<file path="src/pkg/ptnwp_pkg.sv">
// Purpose: shared constants and types of the pci target write path
// Assumes: 32-bit pci bus, single pci clock
// Notes: command codes follow the pci bus command encoding
package ptnwp_pkg;
   localparam int ADDR_W = 32;
   localparam int DATA_W = 32;
   localparam int BE_W = 4;
   localparam int CMD_W = 4;
   // low address bits passed through by the translation window
   localparam int NP_WIN_BITS = 20;
   // delayed read latency limit, in pci clocks
   localparam int unsigned LAT_LIMIT_CLK = 32768;
   localparam int LAT_W = 16;

   localparam logic [CMD_W-1:0] CMD_IO_RD = 4'h2;
   localparam logic [CMD_W-1:0] CMD_IO_WR = 4'h3;
   localparam logic [CMD_W-1:0] CMD_MEM_RD = 4'h6;
   localparam logic [CMD_W-1:0] CMD_MEM_WR = 4'h7;
   localparam logic [CMD_W-1:0] CMD_CFG_RD = 4'hA;
   localparam logic [CMD_W-1:0] CMD_CFG_WR = 4'hB;
   localparam logic [CMD_W-1:0] CMD_MEM_RDM = 4'hC;
   localparam logic [CMD_W-1:0] CMD_MEM_RDL = 4'hE;
   localparam logic [CMD_W-1:0] CMD_MEM_WRI = 4'hF;

   typedef enum logic [2:0] {
      ST_IDLE = 3'b000,
      ST_WR_DATA = 3'b001,
      ST_WR_ISSUE = 3'b010,
      ST_RD_ISSUE = 3'b011,
      ST_RD_WAIT = 3'b100,
      ST_RD_HOLD = 3'b101
   } ptnwp_state_e;

   typedef enum logic [2:0] {
      RSP_NONE = 3'b000,
      RSP_RETRY = 3'b001,
      RSP_WR_DISC = 3'b010,
      RSP_RD_DISC = 3'b011,
      RSP_ABORT = 3'b100,
      RSP_TO_PF = 3'b101,
      RSP_TO_CFG = 3'b110
   } ptnwp_rsp_e;
endpackage

</file>
<file path="src/verilog/ptnwp_target.sv">
// Purpose: pci target routing and non-prefetchable single-phase path
// Assumes: target controller decodes bars and drives pci pin timing
// Notes: one request in flight; reads complete as delayed reads
//
// Functional notes
// - accept memory, config and io transactions
// - config cycles handled by core only
// - non-prefetchable bar hits go to np path
// - single-cycle profile sends all memory np
// - np path: single data phase, never bursts
// - reads retried first, completed later
// - np master: single address/data registers
// - prefetchable hits steered to burst path
// - one outstanding np request, one register
// - busy command register: retry new requests
// - memory write and invalidate same as write
// - store first phase, disconnect on it
// - one translated single-cycle master write
// - retried write leaves no stored state
// - burst attempt: keep first phase only
// - no abort for memory; io per decode
// - io writes delayed through np path
// - read data only for exact repeat
// - discard read data after latency timeout
// - during np read, others retried unrecorded
`timescale 1ns/1ps
module ptnwp_target
   import ptnwp_pkg::*;
#(
   parameter bit SINGLE_CYCLE_ONLY = 1'b0,
   parameter int unsigned LAT_LIMIT = LAT_LIMIT_CLK
) (
   // clock and reset
   input wire logic sys_clk,
   input wire logic sys_rst,
   // bar decode and translation from the target controller
   input wire logic tgt_hit_np,
   input wire logic tgt_hit_pf,
   input wire logic tgt_hit_io,
   input wire logic tgt_io_abort,
   input wire logic [ADDR_W-1:0] xlate_base,
   // address phase
   input wire logic tgt_start,
   input wire logic [CMD_W-1:0] tgt_cmd,
   input wire logic [ADDR_W-1:0] tgt_addr,
   input wire logic [BE_W-1:0] tgt_be,
   // data phases and end of transaction
   input wire logic tgt_dphase,
   input wire logic [DATA_W-1:0] tgt_wdata,
   input wire logic tgt_end,
   // ordering against the opposite direction
   input wire logic m2p_write_pending,
   // response to the target controller
   output logic tgt_rsp_valid,
   output logic [2:0] tgt_rsp,
   output logic [DATA_W-1:0] tgt_rdata,
   output logic np_busy,
   // non-prefetchable master port
   output logic [ADDR_W-1:0] npm_address,
   output logic npm_write,
   output logic npm_read,
   output logic [DATA_W-1:0] npm_writedata,
   output logic [BE_W-1:0] npm_byteenable,
   input wire logic npm_waitrequest,
   input wire logic [DATA_W-1:0] npm_readdata,
   input wire logic npm_readdatavalid
);
   typedef struct packed {
      ptnwp_state_e st;
      logic [CMD_W-1:0] cmd;
      logic [ADDR_W-1:0] addr;
      logic [BE_W-1:0] be;
      logic stale;
      logic rsp_valid;
      ptnwp_rsp_e rsp;
      logic [DATA_W-1:0] rdata;
      logic busy;
      logic [ADDR_W-1:0] m_addr;
      logic m_write;
      logic m_read;
      logic [DATA_W-1:0] m_wdata;
      logic [BE_W-1:0] m_be;
      logic tmr_start;
      logic tmr_stop;
   } ptnwp_top_s;

   ptnwp_top_s r;
   ptnwp_top_s next_r;
   logic tmr_expired;
   logic is_cfg;
   logic is_wr;
   logic is_rd;
   logic is_mem;
   logic pf_route;
   logic np_route;
   logic rd_match;
   logic [ADDR_W-1:0] xlated;

   always_comb begin
      is_cfg = 1'b0;
      is_wr = 1'b0;
      is_rd = 1'b0;
      is_mem = 1'b0;
      case (tgt_cmd)
         CMD_CFG_RD, CMD_CFG_WR: begin
            is_cfg = 1'b1;
         end
         CMD_MEM_WR, CMD_MEM_WRI: begin
            is_wr = 1'b1;
            is_mem = 1'b1;
         end
         // every memory read flavour shares one path
         CMD_MEM_RD, CMD_MEM_RDL, CMD_MEM_RDM: begin
            is_rd = 1'b1;
            is_mem = 1'b1;
         end
         CMD_IO_WR: begin
            is_wr = 1'b1;
         end
         CMD_IO_RD: begin
            is_rd = 1'b1;
         end
         // special cycles, acknowledges and reserved codes ignored
         default: begin
         end
      endcase
   end

   generate
      if (SINGLE_CYCLE_ONLY) begin : g_single
         assign pf_route = 1'b0;
      end else begin : g_burst
         assign pf_route = tgt_hit_pf && is_mem;
      end
   endgenerate

   // np bar, io bar, or pf bar in single-cycle mode
   assign np_route = (tgt_hit_np && is_mem) ||
      (tgt_hit_io && !is_mem) ||
      (SINGLE_CYCLE_ONLY && tgt_hit_pf && is_mem);

   // exact repeat of the held read
   // byte enables count too: a partial repeat stays retried
   assign rd_match = (tgt_cmd == r.cmd) && (tgt_addr == r.addr) &&
      (tgt_be == r.be);

   // keep low bits, replace upper bits with window base
   // one fixed window: cheap, but no per-bar translation table
   assign xlated = {xlate_base[ADDR_W-1:NP_WIN_BITS],
      r.addr[NP_WIN_BITS-1:0]};

   always_comb begin
      next_r = r;
      next_r.rsp_valid = 1'b0;
      next_r.rsp = RSP_NONE;
      next_r.tmr_start = 1'b0;
      next_r.tmr_stop = 1'b0;

      // address phase decisions
      if (tgt_start) begin
         if (is_cfg) begin
            next_r.rsp_valid = 1'b1;
            next_r.rsp = RSP_TO_CFG;
         end else if (pf_route) begin
            next_r.rsp_valid = 1'b1;
            next_r.rsp = RSP_TO_PF;
         end else if (np_route && (is_wr || is_rd)) begin
            next_r.rsp_valid = 1'b1;
            if (tgt_hit_io && !is_mem && tgt_io_abort) begin
               next_r.rsp = RSP_ABORT;
            end else if (r.st == ST_RD_HOLD && is_rd && rd_match &&
               !m2p_write_pending) begin
               next_r.rsp = RSP_RD_DISC;
               next_r.st = ST_IDLE;
               next_r.busy = 1'b0;
               next_r.tmr_stop = 1'b1;
            end else if (r.st != ST_IDLE) begin
               // any read or write in flight retries all others
               next_r.rsp = RSP_RETRY;
            end else if (is_wr) begin
               // capture into the single command register
               // io writes take the same delayed path
               next_r.rsp = RSP_WR_DISC;
               next_r.st = ST_WR_DATA;
               next_r.busy = 1'b1;
               next_r.cmd = tgt_cmd;
               next_r.addr = tgt_addr;
               next_r.be = tgt_be;
            end else begin
               next_r.rsp = RSP_RETRY;
               next_r.st = ST_RD_ISSUE;
               next_r.busy = 1'b1;
               next_r.cmd = tgt_cmd;
               next_r.addr = tgt_addr;
               next_r.be = tgt_be;
               next_r.stale = 1'b0;
               next_r.tmr_start = 1'b1;
            end
         end
      end

      case (r.st)
         ST_IDLE: begin
         end
         ST_WR_DATA: begin
            if (tgt_dphase) begin
               // first phase stored, disconnect already given
               // only this one data phase is used
               next_r.st = ST_WR_ISSUE;
               next_r.m_wdata = tgt_wdata;
               next_r.m_be = tgt_be;
               next_r.m_addr = xlated;
               next_r.m_write = 1'b1;
            end else if (tgt_end) begin
               // initiator gave up without data
               next_r.st = ST_IDLE;
               next_r.busy = 1'b0;
            end
         end
         ST_WR_ISSUE: begin
            // further data phases are ignored here
            // free only once the write is taken
            if (r.m_write && !npm_waitrequest) begin
               next_r.m_write = 1'b0;
               next_r.st = ST_IDLE;
               next_r.busy = 1'b0;
            end
         end
         ST_RD_ISSUE: begin
            // single read from the held address
            if (!r.m_read) begin
               next_r.m_read = 1'b1;
               next_r.m_addr = xlated;
               next_r.m_be = r.be;
            end else if (!npm_waitrequest) begin
               next_r.m_read = 1'b0;
               next_r.st = ST_RD_WAIT;
            end
            if (tmr_expired) begin
               next_r.stale = 1'b1;
            end
         end
         ST_RD_WAIT: begin
            // late data still has to be drained from the port
            if (npm_readdatavalid) begin
               if (r.stale || tmr_expired) begin
                  next_r.st = ST_IDLE;
                  next_r.busy = 1'b0;
               end else begin
                  next_r.rdata = npm_readdata;
                  next_r.st = ST_RD_HOLD;
               end
            end else if (tmr_expired) begin
               next_r.stale = 1'b1;
            end
         end
         ST_RD_HOLD: begin
            if (tmr_expired && !(next_r.st == ST_IDLE)) begin
               next_r.st = ST_IDLE;
               next_r.busy = 1'b0;
            end
         end
         default: begin
            next_r.st = ST_IDLE;
            next_r.busy = 1'b0;
         end
      endcase

      // rdata is held through a read completion; tgt_rdata shows r.rdata at all times
      if (next_r.rsp == RSP_RD_DISC) begin
         next_r.rdata = r.rdata;
      end
   end

   always_ff @(posedge sys_clk) begin
      if (sys_rst) begin
         r <= '0;
      end else begin
         r <= next_r;
      end
   end

   ptnwp_lat_timer #(
      .LIMIT(LAT_LIMIT)
   ) u_lat_timer (
      .sys_clk(sys_clk),
      .sys_rst(sys_rst),
      .start(r.tmr_start),
      .stop(r.tmr_stop),
      .expired(tmr_expired)
   );

   // outputs straight from the state register, no glitches
   assign tgt_rsp_valid = r.rsp_valid;
   assign tgt_rsp = r.rsp;
   assign tgt_rdata = r.rdata;
   assign np_busy = r.busy;
   assign npm_address = r.m_addr;
   assign npm_write = r.m_write;
   assign npm_read = r.m_read;
   assign npm_writedata = r.m_wdata;
   assign npm_byteenable = r.m_be;
endmodule // ptnwp_target

</file>
<file path="src/verilog/ptnwp_lat_timer.sv">
// Purpose: delayed read latency counter
// Assumes: start and stop are one-cycle pulses
// Notes: expired is a one-cycle pulse from a flip-flop
`timescale 1ns/1ps
module ptnwp_lat_timer
   import ptnwp_pkg::*;
#(
   parameter int unsigned LIMIT = LAT_LIMIT_CLK
) (
   // clock and reset
   input wire logic sys_clk,
   input wire logic sys_rst,
   // control
   input wire logic start,
   input wire logic stop,
   // status
   output logic expired
);
   typedef struct packed {
      logic running;
      logic [LAT_W-1:0] cnt;
      logic expired;
   } ptnwp_tmr_s;

   localparam logic [LAT_W-1:0] LAST = LAT_W'(LIMIT - 1);

   ptnwp_tmr_s r;
   ptnwp_tmr_s next_r;

   always_comb begin
      next_r = r;
      next_r.expired = 1'b0;
      if (start) begin
         next_r.running = 1'b1;
         next_r.cnt = '0;
      end else if (stop) begin
         next_r.running = 1'b0;
      end else if (r.running) begin
         if (r.cnt == LAST) begin
            next_r.running = 1'b0;
            next_r.expired = 1'b1;
         end else begin
            next_r.cnt = r.cnt + 1'b1;
         end
      end
   end

   always_ff @(posedge sys_clk) begin
      if (sys_rst) begin
         r <= '0;
      end else begin
         r <= next_r;
      end
   end

   assign expired = r.expired;
endmodule // ptnwp_lat_timer

</file>
<file path="config.mk">
export PLATFORM = sky130hd
export DESIGN_NAME = ptnwp_target
export DESIGN_NICKNAME = d
export VERILOG_FILES = /design/src/pkg/ptnwp_pkg.sv /design/src/verilog/ptnwp_target.sv /design/src/verilog/ptnwp_lat_timer.sv
export SDC_FILE = /design/constraint.sdc
export NUM_CORES = 1
export LEC_CHECK = 0
export ABC_AREA = 0
export BUFFER_PORTS_ARGS = -buffer_cell sky130_fd_sc_hd__buf_2
export CAP_MARGIN = 20
export CORE_ASPECT_RATIO = 0.7
export CORE_MARGIN = 5
export CORE_UTILIZATION = 40
export DETAILED_ROUTE_END_ITERATION = 12
export PLACE_DENSITY = 0.73
export SYNTH_ARGS = -nofsm -noshare
export SYNTH_HDL_FRONTEND = slang
export SYNTH_SLANG_ARGS = --single-unit
</file>
<file path="constraint.sdc">
create_clock -name sys_clk -period 2.2 [get_ports sys_clk]
set_clock_uncertainty 0.2 [all_clocks]
set_input_delay 0.22 -clock sys_clk [delete_from_list [all_inputs] [get_ports sys_clk]]
set_output_delay 0.22 -clock sys_clk [all_outputs]
set_load 0.01 [all_outputs]
</file>
After elaboration in Yosys (flattened, before gate mapping)
Cells that the tools add are included.
{ "op_classes": {"n_addsub": 1, "eq_ne": 22, "mux": 65, "bitwise": 12, "n_reduce_logical": 40} }
{ "ops": {"columns": ["operator", "count"], "rows": [
  ["two-way mux 44 bit", 4],
  ["two-way mux 48 bit", 2],
  ["case mux 32 bit (2 select lines)", 1],
  ["two-way mux 42 bit", 1],
  ["two-way mux 41 bit", 1],
  ["two-way mux 17 bit", 2],
  ["two-way mux 33 bit", 1],
  ["== test 32 bit", 1],
  ["two-way mux 32 bit", 1],
  ["two-way mux 3 bit", 10],
  ["two-way mux 1 bit", 28],
  ["== test 4 bit (second input constant)", 5],
  ["two-way mux 18 bit", 1],
  ["case mux 3 bit (6 select lines)", 1],
  ["adder 16 x 1 -> 16 bit (second input constant)", 1],
  ["== test 16 x 15 -> 1 bit (second input constant)", 1],
  ["two-way mux 16 bit", 1],
  ["two-way mux 4 bit", 4],
  ["logical AND 1 bit", 12],
  ["inverter 1 bit", 12],
  ["== test 3 x 2 -> 1 bit (second input constant)", 3],
  ["AND reduction 3 bit", 3],
  ["== test 4 x 2 -> 1 bit (second input constant)", 2],
  ["== test 4 x 3 -> 1 bit (second input constant)", 2],
  ["22 further kinds", 40]
]} }
{ "word_totals": {"register_bits": 171, "input_bits": 148, "output_inout_bits": 107, "word_cells": 159} }

Logic depth before layout (Yosys ltp)
Gate-level depths: netlist (run 1).
{ "logic_depth": {"ltp_word": 17, "mapped_depth": 9, "mapped_depth_nobuf": 7} }

By module
A second synthesis (run 1) with hierarchy kept.
{ "hier_totals": {"cells_unflattened": 972, "area_unflattened_um2": 7716.2} }
{ "by_module_without_submodules": {"columns": ["module", "instances", "cells_each", "area_per_inst_um2", "seq_area_each_um2"], "rows": [
  ["ptnwp_target", 1, 870, 6819.0, 3062.9],
  ["ptnwp_lat_timer", 1, 102, 897.1, 360.3]
]} }

Worst setup path after synthesis (run 1)
Ideal clock, no wire load.
{ "synth_path": {"path_type": "register -> register", "start": "register r[150] in the netlist's numbering", "end": "register r[150] in the netlist's numbering", "setup_time_ps": 119, "arrival_ps": 1792, "required_time_ps": 1881, "setup_slack_ps": 90, "path_stages_with_launch": 7, "path_buffers": 0, "synth_period_minus_slack_ps": 2110, "cell_sequence": "dfxtp_1 or4b_1 nor3_1 nand4_1 nor4_2 a2bb2oi_1 o221a_1"} }
{ "synth_between": {"elab_chain_cells": 15, "elab_cells_between_ends": 28, "cone_classes": "eq/ne: 5; mux: 15; reduce/logical: 8"} }
{ "synth_lines": {"columns": ["element", "line_no", "source"], "rows": [
  ["from (decl)", "ptnwp_target.sv:87", "ptnwp_top_s r;"],
  ["from (signal assigned)", "ptnwp_target.sv:279", "r <= next_r;"],
  ["== test 3 bit", "ptnwp_target.sv:171, ptnwp_target.sv:202", null],
  ["logical AND 1 bit (3 in series)", "ptnwp_target.sv:171", "end else if (r.st == ST_RD_HOLD && is_rd && rd_match &&"],
  ["two-way mux 3 bit", "ptnwp_target.sv:171", null],
  ["two-way mux 44 bit", "ptnwp_target.sv:169", "if (tgt_hit_io && !is_mem && tgt_io_abort) begin"],
  ["two-way mux 48 bit", "ptnwp_target.sv:167", "end else if (np_route && (is_wr || is_rd)) begin"],
  ["two-way mux 44 bit", "ptnwp_target.sv:164", "end else if (pf_route) begin"],
  ["two-way mux 44 bit", "ptnwp_target.sv:161", "if (is_cfg) begin"],
  ["two-way mux 48 bit", "ptnwp_target.sv:160", "if (tgt_start) begin"],
  ["zero test 3 bit", "ptnwp_target.sv:258", "if (tmr_expired && !(next_r.st == ST_IDLE)) begin"],
  ["zero test 1 bit", "ptnwp_target.sv:258", null],
  ["logical AND 1 bit", "ptnwp_target.sv:258", null],
  ["two-way mux 3 bit", "ptnwp_target.sv:258", null],
  ["case mux 3 bit (6 select lines) (*)", "ptnwp_target.sv:202", "case (r.st)"]
]} }
Every way passes the cells marked *; elsewhere a longest branch is shown, timed or not.
A chain may end at the register's enable or synchronous reset.

Worst setup path after layout (run 1)
{ "layout_path": {"start": "input tgt_addr[0]", "end": "register r[152] in the netlist's numbering"} }
{ "layout_between": {"elab_chain_cells": 16, "elab_cells_between_ends": 22, "cone_classes": "eq/ne: 1; mux: 14; reduce/logical: 7"} }
{ "layout_lines": {"columns": ["element", "line_no", "source"], "rows": [
  ["from (decl)", "ptnwp_target.sv:45", "input wire logic [ADDR_W-1:0] tgt_addr,"],
  ["== test 32 bit (*)", "ptnwp_target.sv:144", "assign rd_match = (tgt_cmd == r.cmd) && (tgt_addr == r.addr) &&"],
  ["logical AND 1 bit (*) (2 in series)", "ptnwp_target.sv:144", null],
  ["logical AND 1 bit (*) (2 in series)", "ptnwp_target.sv:171", null],
  ["two-way mux 3 bit (*)", "ptnwp_target.sv:171", null],
  ["two-way mux 44 bit (*)", "ptnwp_target.sv:169", null],
  ["two-way mux 48 bit (*)", "ptnwp_target.sv:167", null],
  ["two-way mux 44 bit (*)", "ptnwp_target.sv:164", null],
  ["two-way mux 44 bit (*)", "ptnwp_target.sv:161", null],
  ["two-way mux 48 bit (*)", "ptnwp_target.sv:160", null],
  ["zero test 3 bit", "ptnwp_target.sv:258", null],
  ["zero test 1 bit", "ptnwp_target.sv:258", null],
  ["logical AND 1 bit", "ptnwp_target.sv:258", null],
  ["two-way mux 3 bit", "ptnwp_target.sv:258", null],
  ["case mux 3 bit (6 select lines) (*)", "ptnwp_target.sv:202", null]
]} }
Marked as above.

==> results of run 1 <==
[registers in the layout, summed over array words and instances (netlist names)]
| name | cells |
|---|---|
| npm_write | 1 |
| np_busy | 1 |
| u_lat_timer.expired | 1 |
| r | 46 |
| npm_byteenable | 4 |
| npm_writedata | 32 |
| tgt_rsp | 3 |
| u_lat_timer.r | 17 |
| npm_read | 1 |
| tgt_rsp_valid | 1 |
| tgt_rdata | 32 |
| npm_address | 32 |
[synthesized netlist by cell type (all sizes together), types with 2 or more instances]
master,instances,area [µm²]
clkbuf,44,165.2
and3,4,25.02
nor4,10,68.81
o21a,2,15.01
nor3,10,50.05
nand2,292,1096
mux2i,8,80.08
buf,113,822.0
nand4b,4,35.03
inv,5,18.77
and2,4,25.02
or3,3,18.77
nor2b,6,37.54
nand4,5,31.28
xnor2,6,52.55
dfxtp,171,3423
nand3,13,65.06
o31a,2,17.52
xor2,43,376.6
a21oi,150,750.7
and4,3,26.28
nor2,32,120.1
o21ai,12,60.06
a211oi,6,45.04
[worst max-delay path: stages]
cell and delay [ns]:
dlygate4sd3_1 0.54, buf_2 0.14, xor2_1 0.15, nor4_2 0.29
nand3_1 0.15, nor4_2 0.27, buf_4 0.17, a21oi_1 0.07
o31a_1 0.24
[metal layers]
layer / vias up / track usage / share of wire / wire, µm
li1: 3537 / - / - / -
met1: 3226 / 0.2491 / 0.44 / 9594
met2: 242 / 0.3106 / 0.47 / 10200
met3: 26 / 0.05854 / 0.070 / 1526
met4: 0 / 0.06325 / 0.019 / 417
met5: - / 0 / 0 / 0
[stage by stage]
| step | std cells | cell area, µm² | util | hold WS (ns) | setup WS [ns] |
|---|---|---|---|---|---|
| 2_1_floorplan | 966 | 7597 | - | 0.1560 | 0.08973 |
| 3_3_place_gp | 1310 | 8363 | 0.4458 | 0.2296 | -0.05549 |
| 3_5_place_dp | 1310 | 8363 | 0.4458 | 0.2349 | -0.05106 |
| 4_1_cts | 1459 | 10120 | 0.5393 | 0.001678 | 0.003746 |
| 5_1_grt | 1459 | 10150 | 0.5410 | 0.03528 | 0.01056 |
| 6_report | 1459 | 10150 | 0.5410 | 0.03968 | 0.05966 |
[how the worst max path moves through the flow]
stage / end / start
finish: r[152] / tgt_addr[0]
global route: r[146] / tgt_cmd[3]
CTS: r[152] / tgt_addr[18]
detailed placement: r[152] / tgt_cmd[0]
global placement: r[152] / tgt_cmd[0]
floorplan: r[150] / r[150]
[cell families (layout without fill, tap and decap cells)]
logic type | count (synthesis) | in the layout | synth area share
AO/OA/AOI/OAI | 181 | 181 | 0.1291
AND/OR/NAND/NOR | 394 | 394 | 0.2192
XOR/XNOR | 49 | 49 | 0.05649
flip-flops | 171 | 171 | 0.4506
adder cells (fa/ha/maj) | 1 | 1 | 0.001647
other | 0 | 3 | 0
buffers and inverters | 162 | 410 | 0.1324
multiplexers | 8 | 8 | 0.01054
[power groups by stage]
stage / registers (mW) / logic [mW] / clock network [mW]
floorplan: 3.24 / 0.274 / 0
global placement: 3.24 / 0.491 / 0
detailed placement: 3.25 / 0.497 / 0
CTS: 3.17 / 0.662 / 3.07
global route: 3.18 / 0.740 / 3.22
finish: 3.17 / 0.680 / 3.00
[what timing repair did]
action                     in CTS  in global routing
gates resized for setup         2                  9
hold endpoints to repair      128                  0
pin swaps                       1                  5
hold buffers                  117                  0
setup endpoints to repair       2                 49
[area by class of cell]
cell class              count  area, µm²  area share
flip-flops and latches    171       3423      0.3373
multi-input cells         633       3229      0.3182
repair buffers            373       2592      0.2554
clock buffers              17      425.4     0.04191
well taps                 242      302.8     0.02983
clock inverters            15      150.1     0.01479
inverters                   5      18.77    0.001849
diodes                      3      7.507   0.0007396
==> impl_results.md, run 1 <==
* DIE HEIGHT at 125.3 µm
* Reg2reg end: r[152]
* Final worst-path cycle share at 0.9729
* Syn_area_per_cell at 7.865 µm²
* EDFF count, synth at 0
* Max cap viols at 0
* Clock network fraction of design power at 0.437
* Hold depth at 4
* Sw frac at 0.2564
* Power Internal at 5.095 mW
* Data arrival, critical path at 2.25 ns
* Total Routing Usage GR at 0.1929
* Register area share after synthesis at 0.4506
* Initial Utilization at 0.4050
* Psw at 1.757 mW
* Ports at 255
* Synth Instances at 966
* CTS tree: done
* Combinational share of power at 0.099
* Die W at 174.7 µm
* Std-Cell Rows at 42
* CTS max path bufs at 2
* Finish-stage setup viols at 0
* Critical path class: input pin to register
* Hold crit path type: input pin to register
* Power density over the cells at 675.1 nW/µm²
* R2R setup slack at 0.09 ns
* Global-route wire length before repair at 34,760 µm
* Setup bufs post-CTS at 0
* Clock sink count at 171
* Post-synth ARST share at 0
* Syn Nets at 1,115
* Final Total Pwr at 6.852 mW
* Max H-tree Level at 4
* DR iter-0 viols at 332
* Seq cells post-synth at 171
* Worst-case vdd ir drop at 394.9 µV
* Leak at 4.272 nW
* Vias/cell at 4.819
* DR vias at 7,031
* FMAX at 0.4672 GHz
* CTS Buf Count at 17
* Antenna Violating Nets Remaining at 0
* Number of global-route vias before repair at 6,738
* Setup TNS at 0 ns
* Core area at 18,760 µm²
* Ys flop type: dfxtp_1
* Minimum clock period at 2.140 ns
* Hpwl dp at 13,730 µm
* WHS Endpoint: tgt_rsp[0]
* Commonest non-fill, non-tap cells in the layout: nand2_1, buf_2, dfxtp_1
* Largest net degree at the start of global routing at 73
* Fraction of layout cells with a size suffix above 1 at 0.2488
* Cell variety after synth at 46
* Layout area overhead at 33.60%
* Clock-pin slew on the worst setup and hold paths at 0.07 ns
* Sequential share of power at 0.463
* Hold Violations, Final at 0
* Total Wirelength at 21,740 µm
* CTS root buf: clkbuf_16
* RD Place Congestion at 0.8148
* Max FO, Critical Path at 4
* Worst skew pair latency at 0.42 ns
* Worst-case reg-to-reg path depth at 7
* Startpoint Class: input pin
* Remaining Overflow, GRT at 0
* HP Start: tgt_io_abort
* DRT Pass-1 Iters at 5
* Worst path required time at 2.31 ns
* Initial antenna violation count at 3
* Outcome: finished clean
* Crit end category: register
* Fill count at 1,700
* Critical R2R Launch: r[146]
* Residual DRC at 0
* Die footprint at 21,890 µm²
* Most common cell after layout, fill and taps aside: nand2_1
* Synth warn at 0
* Nets at 1,350
* Wire per inst at 14.90 µm
* Relative slew margins at 0.5900
* Netlist Area Pre-Place at 7597 µm²
* RSZ-0062 raised after global routing: false
* Worst slew pin tran at 0.6149 ns
* Quantity of I/O buffers inserted on ports at 234
* Final count of pins violating max slew at 0
Power figures use the tool's default switching activity.
==> inputs of run 2 (changes only) <==
==> constraint.sdc (replaced) <==
create_clock -name sys_clk -period 2.2 [get_ports sys_clk]
set_clock_uncertainty 0.2 [all_clocks]
set_input_delay 0 -clock sys_clk [delete_from_list [all_inputs] [get_ports sys_clk]]
set_output_delay 0 -clock sys_clk [all_outputs]
set_load 0.01 [all_outputs]
==> run 2 against run 1 <==
Sequential power is essentially flat. Routed wire length grew 1.1%. Worst hold slack gained 0.0037 ns. Highest routed layer unchanged.
==> impl_results.md, run 2 (synthesized netlist as in run 1, its figures left out) <==
* Outcome: finished clean
* Worst-case vdd ir drop at 468.3 µV (+19%)
* Cells after DPL at 1,307 (-0.23%)
* Final Total Pwr at 6.760 mW (-1.3%)
* DR vias at 7,115 (+1.2%)
* Final count of pins violating max slew at 0 (unchanged)
* Clock-pin slew on the worst setup and hold paths at 0.06 ns (about the same)
* Reg with most FFs: r
* Commonest non-fill, non-tap cells in the layout: nand2_1, buf_2, dfxtp_1
* CTS root buf: clkbuf_16
* CTS tree: done
* Power density over the cells at 657.5 nW/µm² (-2.6%)
* Global-route wire length before repair at 35,310 µm (+1.6%)
* Residual DRC at 0 (unchanged)
* Layout area overhead at 35.33%
* Quantity of I/O buffers inserted on ports at 234 (unchanged)
* Startpoint Class: input pin
* Hold_ws at 0.04338 ns (+0.003701 ns)
* Ports at 255 (unchanged)
* Nets at 1,367 (+1.3%)
* Sw frac at 0.2448 (-0.01159)
* Worst slew pin tran at 0.5372 ns (-0.07773 ns)
* CTS Buf Count at 17 (unchanged)
* Largest net degree at the start of global routing at 50 (-32%)
* Worst path required time at 2.36 ns (+0.05 ns)
* Power Internal at 5.105 mW (+0.19%)
* Die W at 174.7 µm (unchanged)
* CTS max path bufs at 2 (unchanged)
* Total Routing Usage GR at 0.1969 (+0.003950)
* Max H-tree Level at 4 (unchanged)
* Hpwl dp at 14,130 µm (+2.9%)
* Final worst-path cycle share at 0.9605 (-0.01237)
* Initial Utilization at 0.4050 (unchanged)
* Fill count at 1,663 (-2.2%)
* DRT Pass-1 Iters at 5 (unchanged)
* Leak at 4.339 nW (+1.6%)
* Finish-stage setup viols at 0 (unchanged)
* RSZ-0062 raised after global routing: false
* Minimum clock period at 2.113 ns (-0.02722 ns)
* Antenna Violating Nets Remaining at 0 (unchanged)
* Worst skew pair latency at 0.43 ns (about the same)
* Psw at 1.655 mW (-5.8%)
* Initial antenna violation count at 0 (-3)
* Crit end category: register
* Combinational share of power at 0.104 (+0.005)
* Max FO, Critical Path at 11 (+7)
* DIE HEIGHT at 125.3 µm (unchanged)
* Data arrival, critical path at 2.27 ns (+0.02 ns)
* RD Place Congestion at 0.8186 (+0.47%)
* Most common cell after layout, fill and taps aside: nand2_1
* Hold Violations, Final at 0 (unchanged)
* Core area at 18,760 µm² (unchanged)
* Final core occ at 0.5480 (+0.007003)
* Sequential share of power at 0.470 (+0.007)
* Max FFs per register at 46 (unchanged)
* Multi-input gate area at 3222 µm² (-0.23%)
* Final Non-Filler Cells at 1,473 (+0.96%)
* Critical path class: input pin to register
* Reg area at 3423 µm² (unchanged)
* Clock network fraction of design power at 0.426 (-0.011)
* Total Wirelength at 21,970 µm (+1.1%)
* Vias/cell at 4.830 (+0.23%)
* Remaining Overflow, GRT at 0 (unchanged)
* Number of global-route vias before repair at 7,059 (+4.8%)
* Wire per inst at 14.92 µm (+0.12%)
* Hold crit path type: input pin to register
* Fraction of layout cells with a size suffix above 1 at 0.2439 (-0.004862)
* Relative slew margins at 0.6419 (+0.05182)
* FMAX at 0.4732 GHz (+1.3%)
* Std-Cell Rows at 42 (unchanged)
* DR iter-0 viols at 429 (+29%)
* Max cap viols at 0 (unchanged)
* Clock sink count at 171 (unchanged)
* Die footprint at 21,890 µm² (unchanged)
## run 2: per-layer routing
metal  track usage  share of wire  wire length [µm]  up-vias
li1              -              -                 -     3571
met1        0.2459           0.44              9745     3314
met2        0.3277           0.48             10560      205
met3       0.06005          0.061              1345       25
met4       0.06279          0.015               320        0
met5             0              0                 0        -
## run 2: critical path, stage by stage
cell           delay [ns]
dlygate4sd3_1        0.54
buf_2                0.20
nand3b_1             0.12
dlygate4sd3_1        0.55
nand2_1              0.08
a221oi_2             0.18
dlygate4sd3_1        0.59
## run 2: timing repair
action / CTS / global route
gates resized for setup: 0 / 11
endpoints found under the setup margin: 2 / 46
gates cloned: 0 / 0
endpoints found under the hold margin: 134 / 0
buffers inserted: 0 / 1
pin swaps: 1 / 3
hold buffers: 133 / 0
## run 2: final cells by class
cell class                 count  share of cell area
antenna                        1           0.0002434
clock buffer                  19             0.04308
clock inverter                12             0.01132
inverter                       5            0.001825
multi-input combinational    633              0.3134
sequential                   171              0.3330
tap                          242             0.02945
timing repair buffer         390              0.2677
## run 2: worst paths after layout
kind / from / end / slack, ns / cells after the start
setup / recovery: tgt_cmd[1] / tgt_rsp[0] / 0.09 / 7
hold / removal: tgt_cmd[2] / r[109] / 0.04 / 5
setup reg to reg: r[139] / r[150] / 0.11 / 8
hold reg to reg: r[1] / u_lat_timer.r[17] / 0.25 / 2
## run 2: power by group through the flow
stage                     clock network [mW]  logic (mW)  registers [mW]
after floorplan                            0       0.274            3.24
after global routing                    3.10       0.767            3.18
final                                   2.88       0.702            3.18
after detailed placement                   0       0.494            3.25
after global placement                     0       0.488            3.24
after CTS                               2.95       0.681            3.17
## run 2: per-stage QoR
stage / area, µm² / TNS (ns) / setup slack, ns
CTS: 10230 / 0 / 0.001274
global route: 10280 / 0 / 0.005419
floorplan: 7597 / 0 / 0.08973
detailed placement: 8341 / -0.005904 / -0.005904
global placement: 8341 / -0.0009979 / -0.0009979
finish: 10280 / 0 / 0.08688
